$ cat src/rtl/dmb_pkg.sv
package dmb_pkg;
    // Data and array shape
    localparam int DQ_W   = 8;
    localparam int COL_W  = 6;
    localparam int BEAT_W = 3;
    localparam int LAT_W  = 6;

    // Mode register zero fields
    localparam int MR0_BL_LO   = 0;
    localparam int MR0_BL_HI   = 1;
    localparam int MR0_CL_EXT  = 2;
    localparam int MR0_BTYPE   = 3;
    localparam int MR0_CL_LO   = 4;
    localparam int MR0_CL_HI   = 6;
    localparam int MR0_TEST    = 7;
    localparam int MR0_DLL_RST = 8;
    localparam int MR0_WR_LO   = 9;
    localparam int MR0_WR_HI   = 11;
    localparam int MR0_PPD     = 12;

    // Mode register one fields
    localparam int MR1_DLL_DIS = 0;
    localparam int MR1_DRV_LO  = 1;
    localparam int MR1_RTT_B0  = 2;
    localparam int MR1_AL_LO   = 3;
    localparam int MR1_AL_HI   = 4;
    localparam int MR1_DRV_HI  = 5;
    localparam int MR1_RTT_B1  = 6;
    localparam int MR1_RTT_B2  = 9;

    localparam logic [15:0] MR_RESET = 16'h0000;

    // Burst length field codes
    localparam logic [1:0] BL_FIX8 = 2'h0;
    localparam logic [1:0] BL_OTF  = 2'h1;
    localparam logic [1:0] BL_FIX4 = 2'h2;

    // Added latency codes
    localparam logic [1:0] AL_CL1 = 2'h1;
    localparam logic [1:0] AL_CL2 = 2'h2;

    // Bank select patterns for the two mode registers
    localparam logic [2:0] BA_MR0 = 3'h0;
    localparam logic [2:0] BA_MR1 = 3'h1;

    // Latency and burst constants
    localparam logic [LAT_W-1:0]  CL_BASE     = 6'h04;
    localparam logic [LAT_W-1:0]  LAT_ONE     = 6'h01;
    localparam logic [LAT_W-1:0]  LAT_TWO     = 6'h02;
    localparam logic [BEAT_W-1:0] BEAT_LAST   = 3'h7;
    localparam logic [BEAT_W-1:0] CHOP_LAST   = 3'h3;
    localparam int                CHOP_EARLY_CK = 2;

    // Timing
    localparam int CORE_MHZ     = 50;
    localparam int DLL_RST_NS   = 100;
    localparam int DLL_RST_CYC  = (DLL_RST_NS * CORE_MHZ + 999) / 1000;

    // Write recovery code to cycles
    function automatic logic [LAT_W-1:0] wr_cycles(input logic [2:0] code);
        logic [LAT_W-1:0] r;
        r = 6'h10;
        case (code)
            3'h1: r = 6'h05;
            3'h2: r = 6'h06;
            3'h3: r = 6'h07;
            3'h4: r = 6'h08;
            3'h5: r = 6'h0a;
            3'h6: r = 6'h0c;
            3'h7: r = 6'h0e;
            default: r = 6'h10;
        endcase
        return r;
    endfunction : wr_cycles

    typedef enum logic [2:0] {ST_IDLE, ST_RD_WAIT, ST_RD_BURST, ST_WR_WAIT, ST_WR_BURST} dmb_state_e;
endpackage : dmb_pkg

$ cat src/rtl/dmb_mem_if.sv
`timescale 1ns/1ps
interface dmb_mem_if #(
    parameter int W  = 8,
    parameter int AW = 6
);
    logic          wr_en;
    logic [AW-1:0] wr_addr;
    logic [W-1:0]  wr_data;
    logic [AW-1:0] rd_addr;
    logic [W-1:0]  rd_data;

    modport ctrl (output wr_en, output wr_addr, output wr_data, output rd_addr, input rd_data);
    modport mem  (input wr_en, input wr_addr, input wr_data, input rd_addr, output rd_data);
endinterface : dmb_mem_if

$ cat src/rtl/dmb_burst_mem.sv
`timescale 1ns/1ps
module dmb_burst_mem #(
    parameter int W  = 8,
    parameter int AW = 6
) (
    // Clock
    input  wire logic core_clk_i,
    // Array port
    dmb_mem_if.mem    port
);
    logic [W-1:0] mem_q [2**AW];
    logic [W-1:0] rd_reg;

    always_ff @(posedge core_clk_i)
    begin
        if (port.wr_en)
        begin
            mem_q[port.wr_addr] <= port.wr_data;
        end
    end

    // Registered read keeps the data path timing fixed
    always_ff @(posedge core_clk_i)
    begin
        rd_reg <= mem_q[port.rd_addr];
    end

    assign port.rd_data = rd_reg;
endmodule : dmb_burst_mem

$ cat src/rtl/dmb_mode_burst.sv
`timescale 1ns/1ps
module dmb_mode_burst
    import dmb_pkg::*;
#(
    parameter logic [LAT_W-1:0] CWL_CYC    = 6'h05,
    parameter logic [LAT_W-1:0] PRECHG_CYC = 6'h06
) (
    // Clock and reset
    input  wire logic              core_clk_i,
    input  wire logic              sys_rst_i,
    // Command pins
    input  wire logic              ck_i,
    input  wire logic              cke_i,
    input  wire logic              chip_sel_n_i,
    input  wire logic              row_strobe_n_i,
    input  wire logic              column_strobe_n_i,
    input  wire logic              write_en_n_i,
    input  wire logic [2:0]        bank_sel_i,
    input  wire logic [15:0]       addr_i,
    input  wire logic              die_termination_i,
    input  wire logic [1:0]        wr_term_code_i,
    // Data pins
    input  wire logic [DQ_W-1:0]   dq_i,
    output logic      [DQ_W-1:0]   dq_o,
    output logic                   dq_oe_n_o,
    output logic                   dqs_o,
    output logic                   dqs_oe_n_o,
    // Status
    output logic                   dll_active_o,
    output logic                   dll_needed_o,
    output logic                   fast_exit_o,
    output logic                   test_mode_o,
    output logic [1:0]             drive_imp_o,
    output logic [2:0]             rtt_nom_o,
    output logic                   term_on_o,
    output logic [LAT_W-1:0]       read_latency_o,
    output logic [LAT_W-1:0]       autoclose_dly_o,
    output logic                   wr_recov_start_o
);
    localparam int CMD_W = 25;

    // Pin synchronisers
    logic [CMD_W-1:0] cmd_s1, cmd_s2;
    logic [DQ_W-1:0]  dq_s1, dq_s2;
    logic [1:0]       wt_s1, wt_s2;
    logic             ck_s2, ck_d;

    always_ff @(posedge core_clk_i)
    begin
        cmd_s1 <= {ck_i, cke_i, chip_sel_n_i, row_strobe_n_i, column_strobe_n_i,
                   write_en_n_i, bank_sel_i, addr_i};
        cmd_s2 <= cmd_s1;
        dq_s1  <= dq_i;
        dq_s2  <= dq_s1;
        wt_s1  <= wr_term_code_i;
        wt_s2  <= wt_s1;
        ck_d   <= ck_s2;
    end

    always_comb
    begin
        ck_s2 = cmd_s2[CMD_W-1];
    end

    logic        cke, cs_n, ras_n, cas_n, we_n;
    logic [2:0]  ba;
    logic [15:0] addr;
    logic        odt_s1, odt_s2;
    logic        ck_rise, ck_edge;

    always_ff @(posedge core_clk_i)
    begin
        odt_s1 <= die_termination_i;
        odt_s2 <= odt_s1;
    end

    assign {cke, cs_n, ras_n, cas_n, we_n, ba, addr} = cmd_s2[CMD_W-2:0];
    assign ck_rise = ck_s2 & ~ck_d;
    assign ck_edge = ck_s2 ^ ck_d;

    logic cke_prev_reg;
    logic mrs_cmd, rd_cmd, wr_cmd, sr_entry;

    assign mrs_cmd  = ck_rise & cke & ~cs_n & ~ras_n & ~cas_n & ~we_n;
    assign rd_cmd   = ck_rise & cke & ~cs_n & ras_n & ~cas_n & we_n;
    assign wr_cmd   = ck_rise & cke & ~cs_n & ras_n & ~cas_n & ~we_n;
    assign sr_entry = ck_rise & cke_prev_reg & ~cke & ~cs_n & ~ras_n & ~cas_n & we_n;

    // Mode registers
    logic [15:0]            mr0_reg, mr1_reg;
    logic [LAT_W-1:0]       dll_rst_cnt_reg;

    always_ff @(posedge core_clk_i)
    begin
        if (sys_rst_i)
        begin
            mr0_reg         <= MR_RESET;
            dll_rst_cnt_reg <= '0;
        end
        else if (mrs_cmd && ba == BA_MR0)
        begin
            mr0_reg         <= addr;
            dll_rst_cnt_reg <= addr[MR0_DLL_RST] ? LAT_W'(DLL_RST_CYC) : '0;
        end
        else if (dll_rst_cnt_reg == LAT_ONE)
        begin
            mr0_reg[MR0_DLL_RST] <= 1'b0;
            dll_rst_cnt_reg      <= '0;
        end
        else if (dll_rst_cnt_reg != '0)
        begin
            dll_rst_cnt_reg <= dll_rst_cnt_reg - LAT_ONE;
        end
    end

    always_ff @(posedge core_clk_i)
    begin
        if (sys_rst_i)
        begin
            mr1_reg <= MR_RESET;
        end
        else if (mrs_cmd && ba == BA_MR1)
        begin
            mr1_reg <= addr;
        end
    end

    // Latency decode
    logic [LAT_W-1:0] cl_cyc, al_cyc, rl_cyc, wl_cyc;
    logic [1:0]       al_code;

    always_comb
    begin
        cl_cyc  = CL_BASE + LAT_W'({mr0_reg[MR0_CL_EXT], mr0_reg[MR0_CL_HI:MR0_CL_LO]});
        al_code = mr1_reg[MR1_AL_HI:MR1_AL_LO];
        al_cyc  = '0;
        if (al_code == AL_CL1)
        begin
            al_cyc = cl_cyc - LAT_ONE;
        end
        else if (al_code == AL_CL2)
        begin
            al_cyc = cl_cyc - LAT_TWO;
        end
        rl_cyc = al_cyc + cl_cyc;
        wl_cyc = al_cyc + CWL_CYC;
    end

    // Burst order
    function automatic logic [2:0] beat_col(input logic [2:0] s, input logic [2:0] i,
                                            input logic il);
        logic [2:0] r;
        r = il ? (s ^ i) : {s[2] ^ i[2], 2'(s[1:0] + i[1:0])};
        return r;
    endfunction : beat_col

    // Power state
    logic sr_reg, pd_reg;

    always_ff @(posedge core_clk_i)
    begin
        if (sys_rst_i)
        begin
            cke_prev_reg <= 1'b0;
            sr_reg       <= 1'b0;
            pd_reg       <= 1'b0;
        end
        else if (ck_rise)
        begin
            cke_prev_reg <= cke;
            if (sr_entry)
            begin
                sr_reg <= 1'b1;
            end
            else if (cke)
            begin
                sr_reg <= 1'b0;
                pd_reg <= 1'b0;
            end
            else if (cke_prev_reg)
            begin
                pd_reg <= 1'b1;
            end
        end
    end

    // Burst engine
    dmb_state_e          state_reg;
    logic [LAT_W-1:0]    lat_reg;
    logic [BEAT_W-1:0]   beat_reg;
    logic [COL_W-1:0]    col_reg;
    logic                chop_reg, il_reg, early_reg;
    logic                chop_now;

    // Chop choice: fixed code always chops; on-the-fly code has pin low select chop
    always_comb
    begin
        chop_now = 1'b0;
        if (mr0_reg[MR0_BL_HI:MR0_BL_LO] == BL_FIX4)
        begin
            chop_now = 1'b1;
        end
        else if (mr0_reg[MR0_BL_HI:MR0_BL_LO] == BL_OTF)
        begin
            chop_now = ~addr[12];
        end
    end

    // One burst at a time; read and write commands during a burst are dropped
    always_ff @(posedge core_clk_i)
    begin
        if (sys_rst_i)
        begin
            state_reg <= ST_IDLE;
            lat_reg   <= '0;
            beat_reg  <= '0;
            col_reg   <= '0;
            chop_reg  <= 1'b0;
            il_reg    <= 1'b0;
            early_reg <= 1'b0;
        end
        else
        begin
            case (state_reg)
                ST_IDLE:
                begin
                    if (rd_cmd || wr_cmd)
                    begin
                        col_reg   <= addr[COL_W-1:0];
                        chop_reg  <= chop_now;
                        il_reg    <= mr0_reg[MR0_BTYPE];
                        early_reg <= mr0_reg[MR0_BL_HI:MR0_BL_LO] == BL_FIX4;
                        lat_reg   <= rd_cmd ? rl_cyc : wl_cyc;
                        state_reg <= rd_cmd ? ST_RD_WAIT : ST_WR_WAIT;
                    end
                end
                ST_RD_WAIT, ST_WR_WAIT:
                begin
                    if (ck_rise)
                    begin
                        if (lat_reg <= LAT_ONE)
                        begin
                            beat_reg  <= '0;
                            state_reg <= (state_reg == ST_RD_WAIT) ? ST_RD_BURST : ST_WR_BURST;
                        end
                        else
                        begin
                            lat_reg <= lat_reg - LAT_ONE;
                        end
                    end
                end
                ST_RD_BURST, ST_WR_BURST:
                begin
                    if (ck_edge)
                    begin
                        beat_reg <= beat_reg + 3'h1;
                        if (beat_reg == BEAT_LAST)
                        begin
                            state_reg <= ST_IDLE;
                        end
                    end
                end
                default:
                begin
                    state_reg <= ST_IDLE;
                end
            endcase
        end
    end

    // Array access
    dmb_mem_if #(.W(DQ_W), .AW(COL_W)) mem_bus ();

    dmb_burst_mem #(
        .W  (DQ_W),
        .AW (COL_W)
    ) u_mem (
        .core_clk_i (core_clk_i),
        .port       (mem_bus.mem)
    );

    logic rd_drive;
    logic wr_slot;

    assign rd_drive = (state_reg == ST_RD_BURST) && (!chop_reg || beat_reg <= CHOP_LAST);
    assign wr_slot  = (state_reg == ST_WR_BURST) && ck_edge;

    assign mem_bus.rd_addr = {col_reg[COL_W-1:BEAT_W], beat_col(col_reg[2:0], beat_reg, il_reg)};
    assign mem_bus.wr_en   = wr_slot && (!chop_reg || beat_reg <= CHOP_LAST);
    assign mem_bus.wr_addr = chop_reg
        ? {col_reg[COL_W-1:BEAT_W], col_reg[2], beat_reg[1:0]}
        : {col_reg[COL_W-1:BEAT_W], beat_reg};
    assign mem_bus.wr_data = dq_s2;

    // Read drivers; strobe follows the sampled clock
    always_ff @(posedge core_clk_i)
    begin
        if (sys_rst_i)
        begin
            dq_o       <= '0;
            dq_oe_n_o  <= 1'b1;
            dqs_o      <= 1'b0;
            dqs_oe_n_o <= 1'b1;
        end
        else
        begin
            dq_o       <= mem_bus.rd_data;
            dq_oe_n_o  <= ~rd_drive;
            dqs_o      <= ck_s2;
            dqs_oe_n_o <= ~rd_drive;
        end
    end

    // Internal write point: fixed chop commits two clocks early
    always_ff @(posedge core_clk_i)
    begin
        if (sys_rst_i)
        begin
            wr_recov_start_o <= 1'b0;
        end
        else
        begin
            wr_recov_start_o <= wr_slot &&
                (beat_reg == (early_reg ? BEAT_LAST - 3'(2 * CHOP_EARLY_CK) : BEAT_LAST));
        end
    end

    // Status outputs
    logic wr_active;
    assign wr_active = (state_reg == ST_WR_BURST);

    always_ff @(posedge core_clk_i)
    begin
        if (sys_rst_i)
        begin
            dll_active_o    <= 1'b0;
            dll_needed_o    <= 1'b0;
            fast_exit_o     <= 1'b0;
            test_mode_o     <= 1'b0;
            drive_imp_o     <= '0;
            rtt_nom_o       <= '0;
            term_on_o       <= 1'b0;
            read_latency_o  <= '0;
            autoclose_dly_o <= '0;
        end
        else
        begin
            // Self-refresh and slow-exit power-down stop the DLL
            dll_active_o    <= !mr1_reg[MR1_DLL_DIS] && !sr_reg
                               && !(pd_reg && !mr0_reg[MR0_PPD]);
            dll_needed_o    <= wr_active && (wt_s2 != 2'h0);
            fast_exit_o     <= mr0_reg[MR0_PPD];
            test_mode_o     <= mr0_reg[MR0_TEST];
            drive_imp_o     <= {mr1_reg[MR1_DRV_HI], mr1_reg[MR1_DRV_LO]};
            rtt_nom_o       <= {mr1_reg[MR1_RTT_B2], mr1_reg[MR1_RTT_B1], mr1_reg[MR1_RTT_B0]};
            term_on_o       <= odt_s2 && ((wr_active && wt_s2 != 2'h0) || rtt_nom_o != 3'h0);
            read_latency_o  <= rl_cyc;
            autoclose_dly_o <= wr_cycles(mr0_reg[MR0_WR_HI:MR0_WR_LO]) + PRECHG_CYC;
        end
    end

    // Checks
    // Self-clear window with margin for the load cycle
    localparam int DLL_BOUND = DLL_RST_CYC + 2;
endmodule : dmb_mode_burst

$ cat config.mk
export PLATFORM = sky130hd
export DESIGN_NAME = dmb_mode_burst
export DESIGN_NICKNAME = d
export VERILOG_FILES = /design/src/rtl/dmb_pkg.sv /design/src/rtl/dmb_mem_if.sv /design/src/rtl/dmb_burst_mem.sv /design/src/rtl/dmb_mode_burst.sv
export SDC_FILE = /design/constraint.sdc
export NUM_CORES = 1
export LEC_CHECK = 0
export BUFFER_PORTS_ARGS = -buffer_cell sky130_fd_sc_hd__buf_2
export CAP_MARGIN = 40
export CORE_MARGIN = 10
export CORE_UTILIZATION = 55
export CTS_CLUSTER_SIZE = 12
export DETAILED_ROUTE_END_ITERATION = 8
export PLACE_DENSITY_LB_ADDON = 0.1
export REMOVE_ABC_BUFFERS = 1
export SLEW_MARGIN = 20
export SYNTH_ARGS = -nofsm -noshare
export SYNTH_HDL_FRONTEND = slang
export SYNTH_HIERARCHICAL = 1
export SYNTH_SLANG_ARGS = --single-unit
$ cat constraint.sdc
create_clock -name core_clk_i -period 3.2 [get_ports core_clk_i]
set_input_delay 0.32 -clock core_clk_i [delete_from_list [all_inputs] [get_ports core_clk_i]]
set_output_delay 0.32 -clock core_clk_i [all_outputs]
set_load 0.005 [all_outputs]
Word-level counts from Yosys, hierarchy flattened
Memories as Yosys holds them, arrays and structs flattened. A register that Yosys moved wholly into a read port is not among the register bits. Cells that the tools add are included.

Logic and storage cells: 165. Flip-flop bits (word level): 152. Memories: 1. RAM bits: 512. Bits of input ports: 38. Output and inout bits: 34.

Mux-type cells: 32. Add/sub/neg operators: 9. Reduce and logical (&&, ||, !) cells: 35. Magnitude comparators: 2. Equality and inequality tests: 24. Bitwise operators: 28.

Memory list: u_mem.mem_q (words 64, width 8, read ports 1, clocked after Yosys merged registers in 1, write ports 1, RTL line dmb_burst_mem.sv:11) `logic [W-1:0] mem_q [2**AW];`.

Operator list (number): 6-bit 2-to-1 mux (7); 3-bit 2-to-1 mux (12); 5-bit case mux with 7 select lines (1); 3-bit == test (second input constant) (6); 1-bit AND (16); 6-bit by 3-bit adder with 6-bit output (second input constant) (2); 3-bit by 2-bit == test with 1-bit output (second input constant) (4); 2-bit != test (second input constant) (6); 6-bit case mux with 2 select lines (1); 1-bit logical AND (11); 2-bit nonzero test (5); 3-bit by 1-bit == test with 1-bit output (second input constant) (3); 1-bit NOT (9); 3-bit case mux with 3 select lines (1); 1-bit 2-to-1 mux (8); 4-bit AND reduction (2); 6-bit by 5-bit adder with 6-bit output (1); 6-bit by 1-bit less-or-equal comparator with 1-bit output (second input constant) (1); 3-bit logical NOT (2); 3-bit case mux with 2 select lines (1); 5-bit by 1-bit subtractor with 6-bit output (second input constant) (1); 5-bit by 2-bit subtractor with 6-bit output (second input constant) (1); 6-bit by 1-bit subtractor with 6-bit output (second input constant) (1); 3-bit by 4-bit adder with 5-bit output (first input constant) (1); 16 further kinds (27).

Depth between registers and ports, before layout
Gate-level depths: netlist (run 1).

Depth in word-level cells: 10. Mapped depth: 12. Depth with buffers taken out: 12.

Hierarchy
The synthesis (run 1) kept the hierarchy.

By module, submodules not included: dmb_burst_mem (instances 1, seq. area each 15534.9 um^2, area an instance 20166.8 um^2, cells an instance 940); dmb_mode_burst (instances 1, seq. area each 2842.7 um^2, area an instance 4904.7 um^2, cells an instance 452).

Worst setup path before layout (run 1)
No wires, ideal clock.

Path kind: register to register. Start: register beat_reg[0]. End: register u_mem.rd_reg[3] (netlist: u_mem/port.rd_data[3]) (read register of u_mem.mem_q). Slack: 0.583 ns. Setup time: 0.133 ns. Stages on the path, launching flop included: 11. Clock period less this slack: 2.617 ns. Data required time: 3.067 ns. Path buffers: 3. Arrival: 2.485 ns. Cells stage by stage: dfxtp_1 ha_1 nor2b_1 xnor2_1 buf_4 buf_2 buf_2 mux4_2 mux4_2 o21ai_1 o41ai_1.

Word-level cells in the longest chain between the ends: 2. Elaborated cells between the ends (all ways): 3. Those cells by class: add/sub: 1; mux: 1; bitwise: 1.

RTL lines: from (decl) (RTL line dmb_mode_burst.sv:190) `logic [BEAT_W-1:0] beat_reg;`; from (signal assigned) (RTL line dmb_mode_burst.sv:256) `beat_reg <= beat_reg + 3'h1;`; 2-bit adder (RTL line dmb_mode_burst.sv:153) `r = il ? (s ^ i) : {s[2] ^ i[2], 2'(s[1:0] + i[1:0])};`; 3-bit 2-to-1 mux (RTL line dmb_mode_burst.sv:153); named net mem_bus.rd_addr[1] (RTL line dmb_mem_if.sv:9) `logic [AW-1:0] rd_addr;`; to (decl) (RTL line dmb_burst_mem.sv:12) `logic [W-1:0] rd_reg;`.

The timed path passes the listed nets, and every way through them passes these cells. A chain may end at the register's enable or synchronous reset.

Worst setup path in the final report (run 1)
Start: register mr0_reg[5]. End: register lat_reg[4].

Word-level cells in the longest chain between the ends: 8. Elaborated cells between the ends (all ways): 10. Those cells by class: add/sub: 5; mux: 5.

RTL lines: from (decl) (RTL line dmb_mode_burst.sv:90) `logic [15:0] mr0_reg, mr1_reg;`; from (signal assigned) (RTL line dmb_mode_burst.sv:102) `mr0_reg <= addr;`; 3-bit by 4-bit adder with 5-bit output * (RTL line dmb_mode_burst.sv:134) `cl_cyc = CL_BASE + LAT_W'({mr0_reg[MR0_CL_EXT], mr0_reg[MR0_CL_HI:MR0_CL_LO]});`; 5-bit by 2-bit subtractor with 6-bit output (RTL line dmb_mode_burst.sv:143) `al_cyc = cl_cyc - LAT_TWO;`; 6-bit 2-to-1 mux (RTL line dmb_mode_burst.sv:141) `else if (al_code == AL_CL2)`; 6-bit 2-to-1 mux (RTL line dmb_mode_burst.sv:137) `if (al_code == AL_CL1)`; 6-bit by 3-bit adder with 6-bit output or 6-bit by 5-bit adder with 6-bit output (tied branches) (RTL line dmb_mode_burst.sv:146, dmb_mode_burst.sv:145); 6-bit 2-to-1 mux * (RTL line dmb_mode_burst.sv:233) `lat_reg <= rd_cmd ? rl_cyc : wl_cyc;`; 6-bit 2-to-1 mux * (RTL line dmb_mode_burst.sv:227) `if (rd_cmd || wr_cmd)`; 6-bit case mux with 2 select lines * (RTL line dmb_mode_burst.sv:224) `case (state_reg)`; to (signal assigned) (RTL line dmb_mode_burst.sv:233); to (signal assigned) (RTL line dmb_mode_burst.sv:248) `lat_reg <= lat_reg - LAT_ONE;`; to (decl) (RTL line dmb_mode_burst.sv:189) `logic [LAT_W-1:0] lat_reg;`.

Every way passes the cells marked *; elsewhere a longest branch is shown, timed or not. The select of a mux whose other input is x is not followed.

==> results of run 1 <==
[cell families (layout without fill, tap and decap cells)]
group	Yosys count	count (layout)	share of synthesized area
flops	662	662	0.733
simple gates	290	290	0.0551
mux	195	195	0.141
buf+inv	87	357	0.0188
other cells	1	1	0.000150
xor+xnor	14	14	0.00489
compound gates	121	121	0.0354
fa+ha+maj	22	22	0.0113
[where the power goes]
part | total, mW | internal [mW] | switching (mW)
logic | 1.28 | 0.635 | 0.641
clock network | 7.30 | 4.21 | 3.09
registers | 9.44 | 9.34 | 0.0942
total | 18.0 | 14.2 | 3.83
[critical path, stage by stage, from the launching register on]
cell                        delay (ps)
sky130_fd_sc_hd__dfxtp_1           410
sky130_fd_sc_hd__inv_1             150
sky130_fd_sc_hd__ha_1              240
sky130_fd_sc_hd__xnor2_1           140
sky130_fd_sc_hd__a2bb2oi_2         290
sky130_fd_sc_hd__inv_1              80
sky130_fd_sc_hd__ha_1              330
sky130_fd_sc_hd__nor2b_1           140
sky130_fd_sc_hd__o21ai_0           200
sky130_fd_sc_hd__nor3b_1           310
sky130_fd_sc_hd__nor4_1            110
sky130_fd_sc_hd__a311oi_1          250
sky130_fd_sc_hd__o22ai_1           130
[final timing paths]
check / startpoint / end / slack, ps / depth (start not counted)
worst max-delay path: mr0_reg[5] / lat_reg[4] / 300 / 12
worst min-delay path: sys_rst_i / mr1_reg[9] / 50 / 2
worst max register to register: mr0_reg[5] / lat_reg[4] / 300 / 12
worst min register to register: dq_s1[2] / dq_s2[2] / 320 / 0
[final cells by class]
| type | instances | area share |
|---|---|---|
| clock buffer | 110 | 0.0672 |
| clock inverter | 11 | 0.00283 |
| inverter | 21 | 0.00270 |
| multi-input combinational | 643 | 0.214 |
| sequential | 662 | 0.629 |
| tap | 600 | 0.0257 |
| timing repair buffer | 215 | 0.0581 |
[routing by layer]
metal / global-route usage / share of wire / vias to the layer above
met3: 0.0397 / 0.066 / 70
met1: 0.280 / 0.43 / 6628
met2: 0.308 / 0.48 / 404
li1: - / - / 5900
met4: 0.0669 / 0.022 / 0
met5: 0 / 0 / -
[stage by stage]
stage	power, mW	instance area (um2)	cells	TNS [ps]
floorplan	10.6	24700	1326	-37250
CTS	18.2	29200	2262	0
finish	18.0	29200	2262	0
global route	18.7	29200	2262	0
detailed placement	10.9	26900	2109	0
global placement	10.9	26700	2100	0
[repair_timing]
item,CTS,global route
endpoints found under the hold margin,32,0
resized for setup,0,0
hold buffers,32,0
[synthesized netlist by cell type (all sizes together) (7+ instances only)]
library cell    n  area share
nand2          30      0.0045
mux4          126        0.11
buf            41       0.012
edfxtp        512        0.61
o221ai          8      0.0028
nor2          143       0.022
a21oi          23      0.0049
mux2           13      0.0058
ha             21       0.010
clkbuf         25      0.0037
mux2i          56       0.022
o22ai          10      0.0027
o21ai          16      0.0033
nand3          20      0.0045
dfxtp         150        0.12
a211oi          7      0.0023
nor3           18      0.0036
nor2b          35      0.0087
xor2            8      0.0028
nand2b         13      0.0032
inv            21      0.0031
==> results summary, run 1 <==
Derived from the worst setup path, the maximum achievable clock frequency is between 300 and 400 MHz. The mapped netlist covers 0.0251 mm2. The initial antenna violation count came out at 0. The most common cell after layout, fill and taps aside is sky130_fd_sc_hd__edfxtp_1. The Yosys step of the flow raised 6 warnings. The final critical-path share of the clock period came out at 0.906. The global-route wire length before repair is 81100 um. Averaged over all synthesized cells, the footprint is between 15 and 20 um2. The die area is 0.0545 mm2. The residual DRC count is 0. In this run the deepest clock path goes through 3 buffers. The number of H-tree levels came out at 3.

The pre-CTS setup slack is roughly 350 ps. Setup repair after global routing left no endpoint under its margin. The fraction of layout cells with a size suffix above 1 is 0.262.

Clock tree synthesis inserted a total of 68 buffers. The per-cell routed wire length came out at between 20 and 25 um. The width of the chip came out at between 200 and 250 um. After synthesis, the share of flip-flops with an asynchronous set or reset is 0. During I/O placement, the number of pins put on the boundary was 72. The count of flip-flops with a built-in enable after synthesis came out at 512. Entering global routing, the biggest net connects between 40 and 50 pins. The highest ir drop seen on vdd came out at approximately 0.43 mV. For the final database, setup skew stands at ~26 ps.

The floorplan step set the die height to 234 um. The clock tree root buffer cell is sky130_fd_sc_hd__clkbuf_16. The gate count after technology mapping came out at around 1.4k.

The number of antenna diodes came out at 0. Using the TritonRoute via totals, the vias-per-cell ratio works out to between 5 and 6. For this design the ratio of total power to cell area is 616 mW/mm2. The worst path needs between 2000 and 3000 ps of the cycle, external delays included. CTS saw around 660 sinks. The number of DRC violations after detailed-routing iteration 0 is 1315.

The flow ran to the end, and the final reports show no timing, DRC or antenna violations. TritonCTS built the clock tree. The setup-violating endpoint count in the final report came out at 0. For the worst setup path, the data arrival time is roughly 3400 ps. The setup slack after layout came out at approximately 300 ps. The total half-perimeter wirelength after legalization and detailed placement came out at between 30000 and 40000 um. The register cell area after layout is between 0.015 and 0.02 mm2.

The number of filler instances in the final layout came out at around 3.1k. The analysis attributes to cell leakage a power of approximately 9.8 nW. The effective utilization at floorplan is 0.555. The required arrival time at the worst endpoint is around 3700 ps. The congestion estimate from routability-driven global placement came to between 0.7 and 0.8.

At the later pin of the worst-skew pair, clock insertion delay measures 600 ps. The path class of the tightest hold or removal check is primary input to flip-flop. For this run, the register share of the synthesized area comes to 0.733.

After floorplanning, the core was sized to cover roughly 0.045 mm2. Clock-pin slew was measured on the worst setup and hold paths at 60 ps. The routed wire length is about 52000 um. The number of global-route vias before repair is about 13k. The via count of the routed design is about 13k. The total number of placement rows is just under 80. The post-CTS setup repair buffer count came out at 0.

The multi-input logic area came out at approximately 0.0063 mm2. The launching element type of the critical path is a flip-flop. The library cells used most frequently in the layout, excluding fill and tap cells, are sky130_fd_sc_hd__edfxtp_1 (512), sky130_fd_sc_hd__nor2_1 (142), sky130_fd_sc_hd__dfxtp_1 (140), sky130_fd_sc_hd__mux4_2 (126), sky130_fd_sc_hd__buf_4 (103). The end-of-flow core utilization came out at 0.647. The critical setup path kind is flip-flop to flip-flop. Measured against its own limit, the worst slew margin works out to 0.443. The detail route stage leaves a number of antenna-violating nets equal to 0. For this run, the total global-route usage over all layers was measured as 0.199. The largest registers in the layout are u_mem/mem_q: 512 flops, cmd_s1: 21 flops, cmd_s2: 21 flops. The final layout contains approximately 1.7k nets.

The number of flip-flops in the largest register came out at roughly 510. The worst setup path is captured at a flip-flop. The total overflow left after global routing is 0. The transition at the pin with the smallest max-transition slack is between 800 and 900 ps. The number of different library cells used by synthesis comes to between 70 and 80. The max-capacitance violation count came out at 0. The layout-stage area growth over the synthesis result came out at 16.6%. Final hold analysis gives a worst-case slack of ~47 ps. The register with the most flip-flops in the final layout is u_mem/mem_q. The number of I/O port buffers is 67. Of all nets on the critical path, the largest fanout is 5. The number of storage elements in the synthesis netlist came out at roughly 660. The iteration count of the initial detailed-routing pass is 5. The number of hold-slack violations in the final timing report came out at 0. The commonest register cell after synthesis is sky130_fd_sc_hd__edfxtp_1.

The final max-slew violation count is 0.
No activity file was read; power rests on OpenSTA's default activity.
==> run 2, diff against run 1 <==
--- a/config.mk
+++ b/config.mk
@@ -5,6 +5,7 @@
 export SDC_FILE = /design/constraint.sdc
 export NUM_CORES = 1
 export LEC_CHECK = 0
+export ABC_AREA = 1
 export BUFFER_PORTS_ARGS = -buffer_cell sky130_fd_sc_hd__buf_2
 export CAP_MARGIN = 40
 export CORE_MARGIN = 10
==> results summary, run 2 <==
The number of I/O port buffers came out at 67 (unchanged). Setup repair after global routing left no endpoint under its margin. The setup-violating endpoint count in the final report came out at 0 (unchanged).

Relative to the synthesized area, the layout overhead comes to 13.5%. The effective utilization at floorplan came out at 0.560 (+0.00507). The iteration count of the initial detailed-routing pass is 6 (+1).

The hold path depth is 4 (+2). The achievable frequency is 344 MHz (-0.35%). The commonest register cell after synthesis is sky130_fd_sc_hd__edfxtp_1.

The total power divided by cell area is 639 mW/mm2 (+3.6%). The reported leakage power is 11.2 nW (+15%). The unique cell type count in the Yosys netlist came out at 46 (-38%). The largest registers in the layout are u_mem/mem_q: 512 flops, cmd_s1: 21 flops, cmd_s2: 21 flops. The most critical setup path has its startpoint at state_reg[0].

The flow ran to the end, and the final reports show no timing, DRC or antenna violations. The final sum of negative setup slack was 0 ps (unchanged). The mean area per synthesized cell is 11.3 um2 (-38%). The number of DRC violations after detailed-routing iteration 0 is 1469 (+12%). The startpoint identified for the worst register-to-register timing path is state_reg[0]. The required arrival time at the worst endpoint was 3490 ps (-170 ps).

In this run the worst setup path terminates at u_mem/mem_q[40][7]. The most frequent cell after synthesis is sky130_fd_sc_hd__nand2_1. The max-capacitance violation count is 0 (unchanged). The number of hold-slack violations in the final timing report is 0 (unchanged). The number of nets in the layout came out at 2534 (+52%). The share of flip-flops with an asynchronous set or reset after synthesis came out at 0 (unchanged). The final critical path time including I/O delays and setup came out at 2910 ps (+10.1 ps). The routability-driven placement congestion ratio is 0.872 (+9.1%). The number of antenna diodes came to 0 (unchanged). The width of the chip is 238 um (+2.1%). The post-cts resize count is 0 (unchanged). The top register by number of flip-flops is u_mem/mem_q. The worst register-to-register path ends at u_mem/mem_q[40][7]. The cell family contributing the most delay on the critical path is simple AND/OR/NAND/NOR gates. The fraction of layout cells with a size suffix above 1 came out at 0.115 (-0.146). The signal on the critical path passes through inv_1 > nand3_1 > or2_2 > nor2_1 > nand4_1 > buf_4 > nor2_1 > buf_4.

The yosys synthesis warning count is 6 (unchanged). The clock latency on the worst-skew pair came to 590 ps (about the same). The initial antenna violation count is 0 (unchanged). The die area came to 0.0568 mm2 (+4.2%).

The delay of the slowest cell on the worst path is 470 ps (+60 ps). The total half-perimeter wirelength after legalization and detailed placement is 36600 um (+9.1%). The top-level I/O count came out at 72 (unchanged). By count the netlist is led by sky130_fd_sc_hd__nand2_1 (694), sky130_fd_sc_hd__edfxtp_1 (512), sky130_fd_sc_hd__nand3_1 (460), sky130_fd_sc_hd__dfxtp_1 (150), sky130_fd_sc_hd__nor2_1 (121). The end-of-flow core utilization is 0.635 (-0.0114). The critical setup path kind is flip-flop to flip-flop. The per-cell routed wire length is 19.0 um (-18%). The setup slack of the worst register-to-register path came out at 290 ps (about the same). The sum of internal, switching and leakage power came out at 19.0 mW (+5.5%). The highest ir drop seen on vdd came to 0.535 mV (+24%). The final critical-path share of the clock period is 0.909 (+0.00317).

The endpoint arrival time on the critical path came out at 3200 ps (-160 ps). The number of sinks driven by the clock tree was 662 (unchanged). The transition at the pin with the smallest max-transition slack is 876 ps (+43.1 ps). The post-synthesis sequential area ratio is 0.701 (-0.0325).

TritonCTS built the clock tree. The vertical die dimension was 238 um (+2.1%). The post-detailed-route count of antenna-violating nets came out at 0 (unchanged). The smallest hold slack came out at 260 ps (+213 ps). The number of storage elements in the synthesis netlist came out at 662 (unchanged).

The worst path buffer plus inverter count is 3 (+1). The clock edge transition at the registers on the reported setup and hold paths was 60 ps (about the same). The multi-input logic area came to 0.00670 mm2 (+7.0%). The total number of placement rows came out at 79 (+1.3%).

The synthesized cell area was 0.0262 mm2 (+4.6%). By area the synthesized netlist is led by sky130_fd_sc_hd__edfxtp_1 (59%), sky130_fd_sc_hd__dfxtp_1 (11%), sky130_fd_sc_hd__nand2_1 (9.9%), sky130_fd_sc_hd__nand3_1 (8.8%), sky130_fd_sc_hd__nor2_1 (1.7%). The library cell used most frequently in the layout, excluding fill and tap cells, is sky130_fd_sc_hd__nand2_1. The register cell area after layout came out at 0.0184 mm2 (about the same). The worst setup path is launched from a flip-flop. The residual DRC count is 0 (unchanged). The count of flip-flops with a built-in enable after synthesis is 512 (unchanged).

The number of global-route vias before repair is 16.8k (+26%). The via count of the routed design is 17.3k (+33%). The combined global-route utilization of all metal layers is 0.210 (+0.0115). The logic depth of the worst register-to-register path is 8 (-4). The setup skew after layout came to 18.6 ps (-7.26 ps). The worst setup path is captured at a flip-flop. The library cells used most frequently in the layout, excluding fill and tap cells, are sky130_fd_sc_hd__nand2_1 (694), sky130_fd_sc_hd__edfxtp_1 (512), sky130_fd_sc_hd__nand3_1 (460), sky130_fd_sc_hd__dfxtp_1 (142), sky130_fd_sc_hd__nor2_1 (121). The per-cell via count in the routed design is 5.54 (-3.7%). The number of logic stages on the critical path including buffering was 8 (-4). The final max-slew violation count is 0 (unchanged). The worst-case clock buffer depth is 3 (unchanged). The placeable core region was 0.0469 mm2 (+3.7%). The largest net degree at the start of global routing was 123 (+160%). The cell with the largest stage delay on the worst path is sky130_fd_sc_hd__nor2_1. The class of the tightest hold or removal check is primary input to flip-flop. The number of buffers created by CTS came out at 69 (+1.5%). The global route total overflow was 0 (unchanged).

The number of filler instances in the final layout came to 3644 (+17%). The global-route wire length before repair was 93000 um (+15%). The area share of the leading cell type in the synthesized netlist is 0.586 (-0.0272).

The startpoint of the most critical hold path is sys_rst_i. The synthesized design spends more area on one cell type than any other, namely sky130_fd_sc_hd__edfxtp_1. The number of H-tree levels is 3 (unchanged).

The relative slew slack is 0.416 (-0.0267). The gate count after technology mapping came out at 2331 (+67%). The clock tree root buffer cell is sky130_fd_sc_hd__clkbuf_16.

The routed wire length came out at 59500 um (+13%). The number of flip-flops in the largest register was 512 (unchanged). The critical-path maximum fanout is 9 (+4).
-- run 2: cell types whose count changed after synthesis, moves of 18 or more --
cell,delta
sky130_fd_sc_hd__buf_2,+25
sky130_fd_sc_hd__mux2i_1,-56
sky130_fd_sc_hd__nand3_1,+441
sky130_fd_sc_hd__inv_1,+49
sky130_fd_sc_hd__nand2_1,+664
sky130_fd_sc_hd__nor2_1,-21
sky130_fd_sc_hd__a21oi_1,+28
sky130_fd_sc_hd__mux4_2,-126
sky130_fd_sc_hd__o21ai_0,+18
sky130_fd_sc_hd__buf_6,+32
sky130_fd_sc_hd__nor2b_1,-35
-- run 2: worst min path at each step --
stage,to
2_1_floorplan,cmd_s2[0]
3_3_place_gp,cmd_s2[20]
3_5_place_dp,cmd_s2[0]
4_1_cts,dqs_oe_n_o
5_1_grt,dqs_oe_n_o
6_report,dqs_oe_n_o
-- run 2: cells by family after synthesis --
family / share of synthesized area
buf+inv: 0.0452
fa+ha+maj: 0.0108
other cells: 0.000143
compound gates: 0.0217
xor+xnor: 0.00367
flops: 0.701
simple gates: 0.218
-- run 2: tightest hold or removal path: cells and delay by family --
kind | cells | cell delay, ps
buffers and inverters | 3 | 360
and+or+nand+nor | 1 | 120
-- run 2: repair_timing --
item                                   in CTS  in global routing
setup buffers                               0                  0
hold buffers                               32                  0
endpoints found under the hold margin      32                  0
-- run 2: through the flow --
step	setup slack, ps	cell area [um2]	instances
floorplan	-4030	25400	2205
global placement	299	27300	2972
detailed placement	274	27400	2975
CTS	279	29700	3126
global route	97.9	29800	3129
finish	290	29800	3129
-- run 2: layer usage --
metal	vias to the layer above	wire length (um)	global-route usage
met4	0	1660	0.0792
met5	-	0	0
met3	117	3780	0.0332
met2	543	28800	0.347
met1	8340	25300	0.278
li1	8327	-	-
-- run 2: where the power goes --
part           total, mW  leakage [nW]  switching (mW)  internal [mW]
Clock               7.32          1.00            3.05           4.27
Sequential          9.47          5.84          0.0839           9.38
Combinational       2.23          4.37            1.54          0.681
-- run 2: final cells by class --
cell class / instances / share of cell area
Multi-Input combinational cell: 1464 / 0.225
Clock inverter: 12 / 0.00177
Clock buffer: 107 / 0.0671
Inverter: 79 / 0.0105
Timing Repair Buffer: 198 / 0.0523
Sequential cell: 662 / 0.618
Tap cell: 607 / 0.0255
